<file path="src/core/ep0_pkg.sv">
// Constants and carrier types for the endpoint 0 control/status block
package ep0_pkg;
  localparam int ADDR_W = 12;
  localparam int DATA_W = 32;
  // Printed offsets are register indices; byte address is index times four
  localparam logic [9:0] CSR_LOW_IDX = 10'h102;
  localparam logic [9:0] TOGGLE_IDX = 10'h140;
  localparam logic [7:0] CSR_LOW_RESET = 8'h00;
  localparam logic [1:0] RESP_OKAY = 2'h0;
  localparam logic [1:0] RESP_SLVERR = 2'h2;
  // Host role bit positions
  localparam int H_NAK_TIMEOUT = 7;
  localparam int H_STATUS = 6;
  localparam int H_IN_REQUEST = 5;
  localparam int H_ERROR = 4;
  localparam int H_SETUP = 3;
  // Device role bit positions
  localparam int D_SETUP_END_CLEAR = 7;
  localparam int D_RX_READY_CLEAR = 6;
  localparam int D_SEND_STALL = 5;
  localparam int D_SETUP_END = 4;
  localparam int D_LAST_DATA = 3;
  // Shared bit positions
  localparam int B_STALLED = 2;
  localparam int B_TX_READY = 1;
  localparam int B_RX_READY = 0;
  // Toggle status register bit positions
  localparam int T_TOGGLE = 0;
  localparam int T_ROLE = 1;
  localparam logic [1:0] NO_RESP_LIMIT = 2'h3;

  // One-cycle event pulses from the packet engine
  typedef struct packed {
    logic nak_limit_hit;
    logic no_response;
    logic stall_rx;
    logic stall_sent;
    logic tx_done;
    logic rx_done;
    logic ctrl_end;
    logic toggle_flip;
  } link_evt_s;

  // Requests toward the packet engine
  typedef struct packed {
    logic tx_ready;
    logic setup_token;
    logic in_request;
    logic status_stage;
    logic stall_req;
    logic halted;
    logic fifo_flush;
    logic toggle;
  } link_cmd_s;
endpackage

</file>
<file path="src/core/sticky_flag.sv">
// Single status flag with set taking priority over clear
`timescale 1ns/1ns
module sticky_flag (
  input wire logic aclk,
  input wire logic aresetn,
  input wire logic set,
  input wire logic clr,
  output logic q
);
  always_ff @(posedge aclk) begin
    if (!aresetn) begin
      q <= 1'b0;
    end else if (set) begin
      q <= 1'b1;
    end else if (clr) begin
      q <= 1'b0;
    end
  end
endmodule // sticky_flag

</file>
<file path="src/core/axil_slave.sv">
// AXI4-Lite slave front end producing single-cycle register strobes
`timescale 1ns/1ns
module axil_slave (
  input wire logic aclk,
  input wire logic aresetn,
  input wire logic [ep0_pkg::ADDR_W-1:0] awaddr,
  input wire logic awvalid,
  output logic awready,
  input wire logic [ep0_pkg::DATA_W-1:0] wdata,
  input wire logic [3:0] wstrb,
  input wire logic wvalid,
  output logic wready,
  output logic [1:0] bresp,
  output logic bvalid,
  input wire logic bready,
  input wire logic [ep0_pkg::ADDR_W-1:0] araddr,
  input wire logic arvalid,
  output logic arready,
  output logic [ep0_pkg::DATA_W-1:0] rdata,
  output logic [1:0] rresp,
  output logic rvalid,
  input wire logic rready,
  output logic wr_req,
  output logic [ep0_pkg::ADDR_W-1:0] wr_addr,
  output logic [ep0_pkg::DATA_W-1:0] wr_data,
  output logic [3:0] wr_strb,
  input wire logic wr_err,
  output logic [ep0_pkg::ADDR_W-1:0] rd_addr,
  input wire logic [ep0_pkg::DATA_W-1:0] rd_data,
  input wire logic rd_err
);
  import ep0_pkg::*;

  logic aw_have_ff;
  logic w_have_ff;
  logic nxt_aw_have;
  logic nxt_w_have;
  logic nxt_bvalid;
  logic nxt_rvalid;

  assign wr_req = aw_have_ff && w_have_ff && !bvalid;
  assign rd_addr = araddr;

  always_comb begin
    nxt_aw_have = aw_have_ff;
    nxt_w_have = w_have_ff;
    nxt_bvalid = bvalid;
    if (awvalid && awready) begin
      nxt_aw_have = 1'b1;
    end
    if (wvalid && wready) begin
      nxt_w_have = 1'b1;
    end
    if (bvalid && bready) begin
      nxt_bvalid = 1'b0;
    end
    if (wr_req) begin
      nxt_aw_have = 1'b0;
      nxt_w_have = 1'b0;
      nxt_bvalid = 1'b1;
    end
  end

  always_ff @(posedge aclk) begin
    if (!aresetn) begin
      aw_have_ff <= 1'b0;
      w_have_ff <= 1'b0;
      awready <= 1'b0;
      wready <= 1'b0;
      bvalid <= 1'b0;
      bresp <= RESP_OKAY;
      wr_addr <= '0;
      wr_data <= '0;
      wr_strb <= 4'h0;
    end else begin
      aw_have_ff <= nxt_aw_have;
      w_have_ff <= nxt_w_have;
      bvalid <= nxt_bvalid;
      awready <= !nxt_aw_have && !nxt_bvalid;
      wready <= !nxt_w_have && !nxt_bvalid;
      if (awvalid && awready) begin
        wr_addr <= awaddr;
      end
      if (wvalid && wready) begin
        wr_data <= wdata;
        wr_strb <= wstrb;
      end
      if (wr_req) begin
        bresp <= wr_err ? RESP_SLVERR : RESP_OKAY;
      end
    end
  end

  always_comb begin
    nxt_rvalid = rvalid;
    if (rvalid && rready) begin
      nxt_rvalid = 1'b0;
    end
    if (arvalid && arready) begin
      nxt_rvalid = 1'b1;
    end
  end

  always_ff @(posedge aclk) begin
    if (!aresetn) begin
      arready <= 1'b0;
      rvalid <= 1'b0;
      rdata <= '0;
      rresp <= RESP_OKAY;
    end else begin
      if (arvalid && arready) begin
        rdata <= rd_err ? '0 : rd_data;
        rresp <= rd_err ? RESP_SLVERR : RESP_OKAY;
      end
      rvalid <= nxt_rvalid;
      arready <= !nxt_rvalid && !(arvalid && arready);
    end
  end
endmodule // axil_slave

</file>
<file path="src/core/ep0_csr_low.sv">
// Endpoint 0 low control/status register with host and device role behaviour
`timescale 1ns/1ns
// What this block does
// - Host: NAK limit hit sets timeout flag
// - Host: status bit forces data toggle one
// - Host: request bit launches IN, clears on receive
// - Host: three silent attempts set error, interrupt
// - Host: setup with transmit-ready sends SETUP, DATA0
// - Host: received STALL sets stalled until cleared
// - Host: transmit-ready clears after send, interrupts
// - Host: receive sets ready flag; CPU writes zero
// - Device: writing one clears setup-end flag
// - Device: writing one clears receive-ready flag
// - Device: send-stall bit stalls, then self-clears
// - Device: early control end: flag, interrupt, flush
// - Device: last-data bit set by CPU, auto-cleared
// - Device: sent STALL sets stalled; zero clears
// - Device: transmit-ready clears after send, interrupts
// - Device: receive sets read-only ready, interrupts
// - Register is eight bits, resets to zero
// - Data toggle state readable in own register
module ep0_csr_low (
  input wire logic aclk,
  input wire logic aresetn,
  input wire logic [ep0_pkg::ADDR_W-1:0] awaddr,
  input wire logic awvalid,
  output logic awready,
  input wire logic [ep0_pkg::DATA_W-1:0] wdata,
  input wire logic [3:0] wstrb,
  input wire logic wvalid,
  output logic wready,
  output logic [1:0] bresp,
  output logic bvalid,
  input wire logic bready,
  input wire logic [ep0_pkg::ADDR_W-1:0] araddr,
  input wire logic arvalid,
  output logic arready,
  output logic [ep0_pkg::DATA_W-1:0] rdata,
  output logic [1:0] rresp,
  output logic rvalid,
  input wire logic rready,
  input wire logic host_role,
  input wire ep0_pkg::link_evt_s evt,
  output ep0_pkg::link_cmd_s cmd_ff,
  output logic ep0_irq_ff
);
  import ep0_pkg::*;

  logic wr_req;
  logic [ADDR_W-1:0] wr_addr;
  logic [DATA_W-1:0] wr_data;
  logic [3:0] wr_strb;
  logic [ADDR_W-1:0] rd_addr;
  logic [DATA_W-1:0] rd_data;
  logic wr_err;
  logic rd_err;
  logic we;
  logic [7:0] d;
  logic [7:0] csr_rd;
  logic host_we;
  logic dev_we;

  logic nak_timeout_flag;
  logic error_flag;
  logic stalled_flag;
  logic tx_packet_ready;
  logic rx_packet_ready;
  logic setup_end_flag;
  logic stall_req_flag;
  logic last_data_flag;
  logic setup_flag;
  logic status_ff;
  logic in_request_bit_ff;
  logic toggle_state_bit_ff;
  logic [1:0] no_resp_cnt_ff;
  logic err_hit;
  logic early_end;

  axil_slave u_bus (
    .aclk(aclk),
    .aresetn(aresetn),
    .awaddr(awaddr),
    .awvalid(awvalid),
    .awready(awready),
    .wdata(wdata),
    .wstrb(wstrb),
    .wvalid(wvalid),
    .wready(wready),
    .bresp(bresp),
    .bvalid(bvalid),
    .bready(bready),
    .araddr(araddr),
    .arvalid(arvalid),
    .arready(arready),
    .rdata(rdata),
    .rresp(rresp),
    .rvalid(rvalid),
    .rready(rready),
    .wr_req(wr_req),
    .wr_addr(wr_addr),
    .wr_data(wr_data),
    .wr_strb(wr_strb),
    .wr_err(wr_err),
    .rd_addr(rd_addr),
    .rd_data(rd_data),
    .rd_err(rd_err)
  );

  // Address decode; the control register sits in byte lane 0
  assign wr_err = (wr_addr[ADDR_W-1:2] != CSR_LOW_IDX) && (wr_addr[ADDR_W-1:2] != TOGGLE_IDX);
  assign rd_err = (rd_addr[ADDR_W-1:2] != CSR_LOW_IDX) && (rd_addr[ADDR_W-1:2] != TOGGLE_IDX);
  assign we = wr_req && wr_strb[0] && (wr_addr[ADDR_W-1:2] == CSR_LOW_IDX);
  assign d = wr_data[7:0];
  assign host_we = we && host_role;
  assign dev_we = we && !host_role;

  // Third consecutive silent attempt
  assign err_hit = host_role && evt.no_response && (no_resp_cnt_ff == NO_RESP_LIMIT - 2'h1);
  assign early_end = !host_role && evt.ctrl_end && !last_data_flag;

  always_ff @(posedge aclk) begin
    if (!aresetn) begin
      no_resp_cnt_ff <= 2'h0;
    end else if (evt.tx_done || evt.rx_done || evt.stall_rx || err_hit) begin
      no_resp_cnt_ff <= 2'h0;
    end else if (host_role && evt.no_response) begin
      no_resp_cnt_ff <= no_resp_cnt_ff + 2'h1;
    end
  end

  sticky_flag u_nak (
    .aclk(aclk), .aresetn(aresetn),
    .set(host_role && evt.nak_limit_hit),
    .clr(host_we && !d[H_NAK_TIMEOUT]),
    .q(nak_timeout_flag)
  );

  sticky_flag u_err (
    .aclk(aclk), .aresetn(aresetn),
    .set(err_hit),
    .clr(host_we && !d[H_ERROR]),
    .q(error_flag)
  );

  // Host: STALL received; device: STALL sent; written zero clears
  sticky_flag u_stalled (
    .aclk(aclk), .aresetn(aresetn),
    .set(host_role ? evt.stall_rx : evt.stall_sent),
    .clr(we && !d[B_STALLED]),
    .q(stalled_flag)
  );

  sticky_flag u_tx_packet_ready (
    .aclk(aclk), .aresetn(aresetn),
    .set(we && d[B_TX_READY]),
    .clr(evt.tx_done || early_end),
    .q(tx_packet_ready)
  );

  sticky_flag u_rx_packet_ready (
    .aclk(aclk), .aresetn(aresetn),
    .set(evt.rx_done),
    .clr((host_we && !d[B_RX_READY]) || (dev_we && d[D_RX_READY_CLEAR]) || early_end),
    .q(rx_packet_ready)
  );

  sticky_flag u_setup_end_flag (
    .aclk(aclk), .aresetn(aresetn),
    .set(early_end),
    .clr(dev_we && d[D_SETUP_END_CLEAR]),
    .q(setup_end_flag)
  );

  sticky_flag u_stall (
    .aclk(aclk), .aresetn(aresetn),
    .set(dev_we && d[D_SEND_STALL]),
    .clr(evt.stall_sent),
    .q(stall_req_flag)
  );

  sticky_flag u_last (
    .aclk(aclk), .aresetn(aresetn),
    .set(dev_we && d[D_LAST_DATA]),
    .clr(evt.ctrl_end),
    .q(last_data_flag)
  );

  sticky_flag u_setup (
    .aclk(aclk), .aresetn(aresetn),
    .set(host_we && d[H_SETUP]),
    .clr(evt.tx_done),
    .q(setup_flag)
  );

  // Status and request bits are written in host role; status clears after send or receive, request on receive, STALL, error or NAK limit
  always_ff @(posedge aclk) begin
    if (!aresetn) begin
      status_ff <= CSR_LOW_RESET[H_STATUS];
    end else if (host_we) begin
      status_ff <= d[H_STATUS];
    end else if (evt.tx_done || evt.rx_done) begin
      status_ff <= 1'b0;
    end
  end

  always_ff @(posedge aclk) begin
    if (!aresetn) begin
      in_request_bit_ff <= CSR_LOW_RESET[H_IN_REQUEST];
    end else if (evt.rx_done || evt.stall_rx || err_hit || evt.nak_limit_hit) begin
      in_request_bit_ff <= 1'b0;
    end else if (host_we) begin
      in_request_bit_ff <= d[H_IN_REQUEST];
    end
  end

  // Data toggle: setup forces DATA0, status forces DATA1
  always_ff @(posedge aclk) begin
    if (!aresetn) begin
      toggle_state_bit_ff <= 1'b0;
    end else if (host_we && d[H_SETUP] && d[B_TX_READY]) begin
      toggle_state_bit_ff <= 1'b0;
    end else if (host_we && d[H_STATUS]) begin
      toggle_state_bit_ff <= 1'b1;
    end else if (evt.toggle_flip) begin
      toggle_state_bit_ff <= !toggle_state_bit_ff;
    end
  end

  // Read view depends on role
  always_comb begin
    csr_rd = CSR_LOW_RESET;
    csr_rd[B_STALLED] = stalled_flag;
    csr_rd[B_TX_READY] = tx_packet_ready;
    csr_rd[B_RX_READY] = rx_packet_ready;
    if (host_role) begin
      csr_rd[H_NAK_TIMEOUT] = nak_timeout_flag;
      csr_rd[H_STATUS] = status_ff;
      csr_rd[H_IN_REQUEST] = in_request_bit_ff;
      csr_rd[H_ERROR] = error_flag;
      csr_rd[H_SETUP] = setup_flag;
    end else begin
      csr_rd[D_SEND_STALL] = stall_req_flag;
      csr_rd[D_SETUP_END] = setup_end_flag;
      csr_rd[D_LAST_DATA] = last_data_flag;
    end
  end

  always_comb begin
    rd_data = '0;
    if (rd_addr[ADDR_W-1:2] == CSR_LOW_IDX) begin
      rd_data[7:0] = csr_rd;
    end else begin
      rd_data[T_TOGGLE] = toggle_state_bit_ff;
      rd_data[T_ROLE] = host_role;
    end
  end

  // Requests to the packet engine
  always_ff @(posedge aclk) begin
    if (!aresetn) begin
      cmd_ff <= '0;
    end else begin
      cmd_ff.tx_ready <= tx_packet_ready;
      cmd_ff.setup_token <= host_role && setup_flag && tx_packet_ready;
      cmd_ff.in_request <= host_role && in_request_bit_ff;
      cmd_ff.status_stage <= host_role && status_ff;
      cmd_ff.stall_req <= !host_role && stall_req_flag;
      cmd_ff.halted <= host_role && nak_timeout_flag;
      cmd_ff.fifo_flush <= early_end;
      cmd_ff.toggle <= toggle_state_bit_ff;
    end
  end

  // One pulse per cycle in which any interrupt cause fires
  always_ff @(posedge aclk) begin
    if (!aresetn) begin
      ep0_irq_ff <= 1'b0;
    end else begin
      ep0_irq_ff <= evt.tx_done || evt.rx_done || err_hit || early_end;
    end
  end

  a_nak_flag_set: assert property (@(posedge aclk) disable iff (!aresetn)
    host_role && evt.nak_limit_hit |=> nak_timeout_flag ##1 cmd_ff.halted)
    else $error("NAK timeout flag not set");

  a_status_toggle_one: assert property (@(posedge aclk) disable iff (!aresetn)
    host_we && d[H_STATUS] && !d[H_SETUP] |=> toggle_state_bit_ff)
    else $error("Status stage did not force toggle one");

  a_req_cleared_rx: assert property (@(posedge aclk) disable iff (!aresetn)
    host_role && evt.rx_done |=> !in_request_bit_ff && rx_packet_ready)
    else $error("IN request not cleared on receive");

  a_error_three_tries: assert property (@(posedge aclk) disable iff (!aresetn)
    $rose(error_flag) |-> $past(evt.no_response) && $past(no_resp_cnt_ff) == 2'h2 && ep0_irq_ff)
    else $error("Error flag without three silent attempts");

  a_setup_toggle_zero: assert property (@(posedge aclk) disable iff (!aresetn)
    host_we && d[H_SETUP] && d[B_TX_READY] |=> !toggle_state_bit_ff ##1 cmd_ff.setup_token)
    else $error("Setup did not reset toggle");

  a_tx_done_clears: assert property (@(posedge aclk) disable iff (!aresetn)
    evt.tx_done && !(we && d[B_TX_READY]) |=> !tx_packet_ready && ep0_irq_ff)
    else $error("Transmit ready not cleared with interrupt");

  a_rx_clear_dev: assert property (@(posedge aclk) disable iff (!aresetn)
    dev_we && d[D_RX_READY_CLEAR] && !evt.rx_done |=> !rx_packet_ready)
    else $error("Receive ready clear ignored");

  a_stall_sent_flags: assert property (@(posedge aclk) disable iff (!aresetn)
    !host_role && evt.stall_sent && !(we && d[D_SEND_STALL]) |=> stalled_flag && !stall_req_flag)
    else $error("Stall send not completed");

  a_setup_end_flush: assert property (@(posedge aclk) disable iff (!aresetn)
    early_end |=> setup_end_flag && cmd_ff.fifo_flush && ep0_irq_ff)
    else $error("Early control end not handled");

  a_stalled_w1_noop: assert property (@(posedge aclk) disable iff (!aresetn)
    !stalled_flag && !evt.stall_sent && !evt.stall_rx |=> !stalled_flag)
    else $error("Stalled flag set without a stall");
endmodule // ep0_csr_low

</file>
<file path="config.mk">
export PLATFORM = sky130hd
export DESIGN_NAME = ep0_csr_low
export DESIGN_NICKNAME = d
export VERILOG_FILES = /design/src/core/ep0_pkg.sv /design/src/core/sticky_flag.sv /design/src/core/axil_slave.sv /design/src/core/ep0_csr_low.sv
export SDC_FILE = /design/constraint.sdc
export NUM_CORES = 1
export LEC_CHECK = 0
export ABC_AREA = 1
export BUFFER_PORTS_ARGS = -buffer_cell sky130_fd_sc_hd__buf_2
export CAP_MARGIN = 5
export CORE_AREA = 5 5 80 90
export CTS_BUF_LIST = sky130_fd_sc_hd__clkbuf_8
export DETAILED_ROUTE_END_ITERATION = 12
export DIE_AREA = 0 0 85 95
export GPL_TIMING_DRIVEN = 0
export PLACE_DENSITY_LB_ADDON = 0.12
export SETUP_SLACK_MARGIN = 0.02
export SLEW_MARGIN = 20
export SYNTH_ARGS = -nofsm -noshare
export SYNTH_HDL_FRONTEND = slang
export SYNTH_SLANG_ARGS = --single-unit
</file>
<file path="constraint.sdc">
create_clock -name aclk -period 1.1 [get_ports aclk]
set_input_delay 0.055 -clock aclk [delete_from_list [all_inputs] [get_ports aclk]]
set_output_delay 0.055 -clock aclk [all_outputs]
set_load 0.005 [all_outputs]
</file>
== Word level (Yosys, flattened, before mapping) ==
Cells that the tools add are included.
Widths: inputs -> output; s select.

* Register bits after elaboration: 87
* Bits in latches: 0
* Bits in writable memories: 0
* Bits in read-only memories: 0
* Input port bits: 76
* Memories: 0

* Add/sub/neg operators: 1
* $mul: 0
* Divide/modulo/power cells: 0
* Magnitude comparators: 0
* Eq/ne operators: 7
* Shift operators: 0
* Multiplexer cells: 38
* Bitwise logic cells: 1
* Reductions and logical operators: 77

{| class="wikitable"
|+ Operator list
! kind !! number
|-
| $ne 10x9->1 const B || 4
|-
| $logic_and 1x1->1 || 39
|-
| $mux 1 || 31
|-
| $reduce_bool 2->1 || 11
|-
| $eq 10x9->1 const B || 2
|-
| $logic_not 1->1 || 13
|-
| $logic_or 1x1->1 || 11
|-
| $mux 2 || 4
|-
| $mux 8 || 1
|-
| $mux 6 || 1
|-
| $reduce_or 2->1 || 3
|-
| $mux 3 || 1
|-
| $add 2x1->2 const B || 1
|-
| $eq 2x2->1 const B || 1
|-
| $not 1->1 || 1
|}

== Logic depth before layout (Yosys ltp) ==
* Depth in word-level cells: 10
* Depth in mapped cells: 10
* Depth with buffers taken out: 10

== Hierarchy ==
Synthesis repeated with hierarchy kept, for this count alone.

* Cells, all modules: 688
* Area, all modules: 4809.6 um^2

{| class="wikitable"
|+ Modules (own cells, without submodules)
! module !! instances !! cells an instance !! area each (um^2)
|-
| axil_slave || 1 || 502 || 3573.4
|-
| ep0_csr_low || 1 || 132 || 842.1
|-
| sticky_flag || 9 || 6 || 43.8
|}

== Worst setup path before layout ==
No wires, ideal clock.

* Kind: reg2reg
* From: register u_bus.bvalid
* To: register u_nak.q
* Library setup time: 117 ps
* Arrival: 1042 ps
* Data required time: 983 ps
* Slack: -58 ps
* Cell stages (with the launch flop): 9
* Period minus slack after synthesis: 1158 ps
* Path through: dfxtp_1 > inv_1 > nand3_2 > nor2_2 > nand2_4 > nor2_8 > inv_1 > nor2_1 > o21ai_1

* Word-level cells in the longest chain between the ends: 7

{| class="wikitable"
|+ RTL lines
! element !! line !! RTL
|-
| start: declaration || axil_slave.sv:14 || <nowiki>output logic bvalid,</nowiki>
|-
| start signal: assignment || axil_slave.sv:78 || <nowiki>bvalid <= nxt_bvalid;</nowiki>
|-
| $logic_not 1->1 || axil_slave.sv:41 || <nowiki>assign wr_req = aw_have_ff && w_have_ff && !bvalid;</nowiki>
|-
| $logic_and 1x1->1 || axil_slave.sv:41 ||
|-
| $logic_and 1x1->1 (2 in series) || ep0_csr_low.sv:112 || <nowiki>assign we = wr_req && wr_strb[0] && (wr_addr[ADDR_W-1:2] == CSR_LOW_IDX);</nowiki>
|-
| $logic_and 1x1->1 || ep0_csr_low.sv:114 || <nowiki>assign host_we = we && host_role;</nowiki>
|-
| $logic_and 1x1->1 || ep0_csr_low.sv:134 || <nowiki>.clr(host_we && !d[H_NAK_TIMEOUT]),</nowiki>
|-
| $reduce_bool 2->1 (no source line) || n/a ||
|-
| end signal: assignment || sticky_flag.sv:12 || <nowiki>q <= 1'b0;</nowiki>
|-
| end signal: assignment || sticky_flag.sv:14 || <nowiki>q <= 1'b1;</nowiki>
|-
| end signal: assignment || sticky_flag.sv:16 || <nowiki>q <= 1'b0;</nowiki>
|-
| end: declaration || sticky_flag.sv:8 || <nowiki>output logic q</nowiki>
|}

Every way passes these cells.
A chain may end at the register's enable or synchronous reset.

== Worst setup path after layout ==
* From: register u_bus.wr_addr[5] (netlist bit)
* To: register u_err.q

* Word-level cells in the longest chain between the ends: 5

{| class="wikitable"
|+ RTL lines
! element !! line !! RTL
|-
| start: declaration || axil_slave.sv:24 || <nowiki>output logic [ep0_pkg::ADDR_W-1:0] wr_addr,</nowiki>
|-
| start signal: assignment || axil_slave.sv:82 || <nowiki>wr_addr <= awaddr;</nowiki>
|-
| $eq 10x9->1 || ep0_csr_low.sv:112 ||
|-
| $logic_and 1x1->1 || ep0_csr_low.sv:112 ||
|-
| $logic_and 1x1->1 || ep0_csr_low.sv:114 ||
|-
| $logic_and 1x1->1 || ep0_csr_low.sv:141 || <nowiki>.clr(host_we && !d[H_ERROR]),</nowiki>
|-
| $reduce_bool 2->1 (no source line) || n/a ||
|-
| end signal: assignment || sticky_flag.sv:12 ||
|-
| end signal: assignment || sticky_flag.sv:14 ||
|-
| end signal: assignment || sticky_flag.sv:16 ||
|-
| end: declaration || sticky_flag.sv:8 ||
|}

Every way passes these cells.

==> flow_summary.json <==
{
  "outcome": "complete, but fails checks",
  "start_util_pct": 39.9,
  "first_global_vias": 2235,
  "die_w_um": 85,
  "antenna_violations_before_repair": 0,
  "timing.critical_path.to": "u_err.q",
  "worstPathRequired_ns": 1.30,
  "cts-root-buf": "sky130_fd_sc_hd__clkbuf_8",
  "insertedDiodeCount": 0,
  "standard_cell_row_count": 31,
  "cp.arrival_ns": 1.49,
  "placeableCoreArea_um2": 6280,
  "hold-worst-slack_ns": -0.0124,
  "p_per_area_nw_per_um2": 1480,
  "wl_um": 6040,
  "power.static_leakage_nw": 1.78,
  "setup_slack_ns": -0.191,
  "yosys.area.top_type": "sky130_fd_sc_hd__dfxtp_1",
  "port_buffers": 68,
  "layout_commonest_cell": "sky130_fd_sc_hd__buf_2",
  "vdd_ir_drop_max_mv": 0.801,
  "max-clock-path-buffers": 2,
  "min_period_ns": 1.29,
  "antenna_viol_nets_final": 0,
  "failed_checks": "negative hold slack, negative setup slack",
  "detailed_place_hpwl_um": 4460,
  "yosys.area.top_type_share_pct": 47.1,
  "chipHeight_um": 95,
  "post_synthesis_instance_total": 329,
  "crit_path_end_kind": "flip-flop",
  "timing.final.crit_share_pct": 117,
  "worst_margin_slew_ns": 0.543,
  "globalplace.congestion": 0.797,
  "hold_path_class": "input port to flip-flop",
  "critical_path_start_end_classification": "flip-flop to flip-flop",
  "post_synth_main_area_contributors": "sky130_fd_sc_hd__dfxtp_1, sky130_fd_sc_hd__nor2_1, sky130_fd_sc_hd__buf_4",
  "max_cap_viol_count": 0,
  "number_of_clock_sinks": 59,
  "cts_tree": "done",
  "fmax_ghz": 0.774,
  "post_drt_via_cell_ratio": 4.28,
  "slew-limit-headroom_pct": 63.8,
  "tritoncts.num_buffers": 9,
  "nets": 539,
  "detailedRoute.firstPassIterationCount": 4,
  "grt_pass1_wl_um": 9850,
  "netlist_area_um2": 2510,
  "drt_iter0_markers": 76,
  "placement.setup.worst_slack_ns": -0.212,
  "timing.rr.end": "u_err.q",
  "layout-drive-gt1-share_pct": 38.1,
  "startpoint_type": "flip-flop",
  "gr-total-overflow": 0,
  "synth.distinct_cells": 32,
  "endpoints_failing_hold": 1,
  "clk_pin_slew_worst_paths_ns": 0.07,
  "final_cell_mix": "sky130_fd_sc_hd__buf_2, sky130_fd_sc_hd__nor2_1, sky130_fd_sc_hd__dfxtp_1",
  "dr_total_vias": 2349,
  "worstRegToRegCells": 8,
  "num_io_pins": 126,
  "pin_count_of_the_biggest_net_entering_global_routing": 11,
  "track_usage_pct": 15.4,
  "final.setup_skew_ns": 0.00823,
  "reg2reg_from": "u_bus.wr_addr[5]",
  "yosysWarningCount": 0,
  "final_core_utilization_pct": 58.6,
  "rsz0062_at_grt": "yes",
  "yosys_reg_bits": 59,
  "area_delta_synth_final_pct": 46.9,
  "drt_drc_violations_left": 0,
  "worstSetupStartpoint": "u_bus.wr_addr[5]",
  "avgRoutedWirePerCell_um": 11.0,
  "slew_violations": 0,
  "finalSetupViolCount": 12,
  "sequential_area_share_after_synthesis_pct": 47.1,
  "htreeDepth": 3,
  "die-area_um2": 8080,
  "worst_skew_pair.late_latency_ns": 0.34,
  "postSynthAreaPerCell_um2": 7.63,
  "worst-r2r-setup-slack_ns": -0.19,
  "crit_path_max_fanout": 6
}
==> synth_stat cells (all sizes together) <==
library cell	instances
a21oi	23
buf	29
clkbuf	5
clkinv	1
conb	1
dfxtp	59
ha	1
inv	33
nand2	44
nand3	16
nand3b	1
nand4	2
nor2	72
nor3	3
nor4	2
o211ai	2
o21ai	28
o21bai	1
or2	4
xnor2	1
xor2	1
==> kinds of logic (layout without fill, tap and decap cells) <==
| family | Yosys count | in the layout | synth area share [%] |
|---|---|---|---|
| AOI/OAI and AO/OA | 54 | 54 | 11.1 |
| xor gates and xnor gates | 2 | 2 | 0.698 |
| adders and majority gates | 1 | 1 | 0.499 |
| buffers and inverters | 68 | 181 | 14.1 |
| DFF | 59 | 59 | 47.1 |
| other | 1 | 26 | 0.149 |
| and+or+nand+nor | 144 | 144 | 26.4 |
==> power by group <==
part / switching (W) / internal [W]
clock: 0.000865 / 0.00169
combinational: 0.000296 / 0.000290
sequential: 0.0000610 / 0.00224
==> routing by layer <==
layer,wire (um),track usage (%),up-vias,share of wire [%]
met1,2650,18.4,1016,44
met2,2900,25.8,65,48
met3,384,4.01,10,6.4
met5,0,0,-,0
met4,110,7.52,0,1.8
li1,-,-,1258,-
==> state kept, by name, indices dropped and copies added, names as in the netlist, 2 cells and up <==
| name | cells |
|---|---|
| u_bus.rdata | 8 |
| no_resp_cnt_ff | 2 |
| u_bus.wr_addr | 10 |
| u_bus.wr_data | 8 |
| cmd_ff | 8 |
==> worst max-delay path: stages, from the launching register on <==
cell and delay, ns:
sky130_fd_sc_hd__dfxtp_2 0.32, sky130_fd_sc_hd__nor2_2 0.11, sky130_fd_sc_hd__nand3_2 0.11, sky130_fd_sc_hd__nor2_4 0.17, sky130_fd_sc_hd__nand2_4 0.11, sky130_fd_sc_hd__nor2_8 0.16, sky130_fd_sc_hd__nand2_2 0.06, sky130_fd_sc_hd__nand2_1 0.06
sky130_fd_sc_hd__a21oi_1 0.05
==> metrics by stage <==
| stage | cells | total power (W) | hold WS, ns | area [um2] | setup TNS (ns) |
|---|---|---|---|---|---|
| 6_report | 549 | 0.00544 | -0.0124 | 3680 | -1.54 |
| 5_1_grt | 549 | 0.00566 | 0.0169 | 3680 | -2.58 |
| 4_1_cts | 543 | 0.00545 | 0.00116 | 3570 | -1.66 |
| 3_5_place_dp | 504 | 0.00284 | 0.312 | 3070 | -2.08 |
| 3_3_place_gp | 504 | 0.00283 | 0.304 | 3070 | -1.60 |
| 2_1_floorplan | 354 | 0.00266 | 0.201 | 2620 | -0.215 |
==> timing repair <==
item / in CTS / in global routing
endpoints found under the setup margin: 19 / 37
endpoints found under the hold margin: 18 / 0
pin swaps: 7 / 12
hold buffers: 18 / 0
resized for setup: 13 / 29
setup buffers: 5 / 6
==> cell type report <==
cell class	count	area (um2)
plain buffers	34	229
clock buffers	12	165
clock inverters	4	95.1
fillers	626	2600
inverters	34	131
multi-input cells	227	1160
flip-flops and latches	59	1190
well taps	82	103
repair buffers	97	607
==> worst min-delay path by stage <==
stage / from / slack [ns] / cells past startpoint / endpoint
after global placement: awaddr[9] / 0.30 / 3 / u_bus.wr_addr[9]
final: wstrb[0] / -0.01 / 3 / u_bus.wr_strb[0]
after detailed placement: awaddr[9] / 0.31 / 3 / u_bus.wr_addr[9]
after floorplan: evt[7] / 0.20 / 2 / u_nak.q
after global routing: evt[5] / 0.02 / 4 / no_resp_cnt_ff[1]
after CTS: wstrb[0] / 0.001 / 3 / u_bus.wr_strb[0]
No activity file was read; power rests on OpenSTA's default activity.
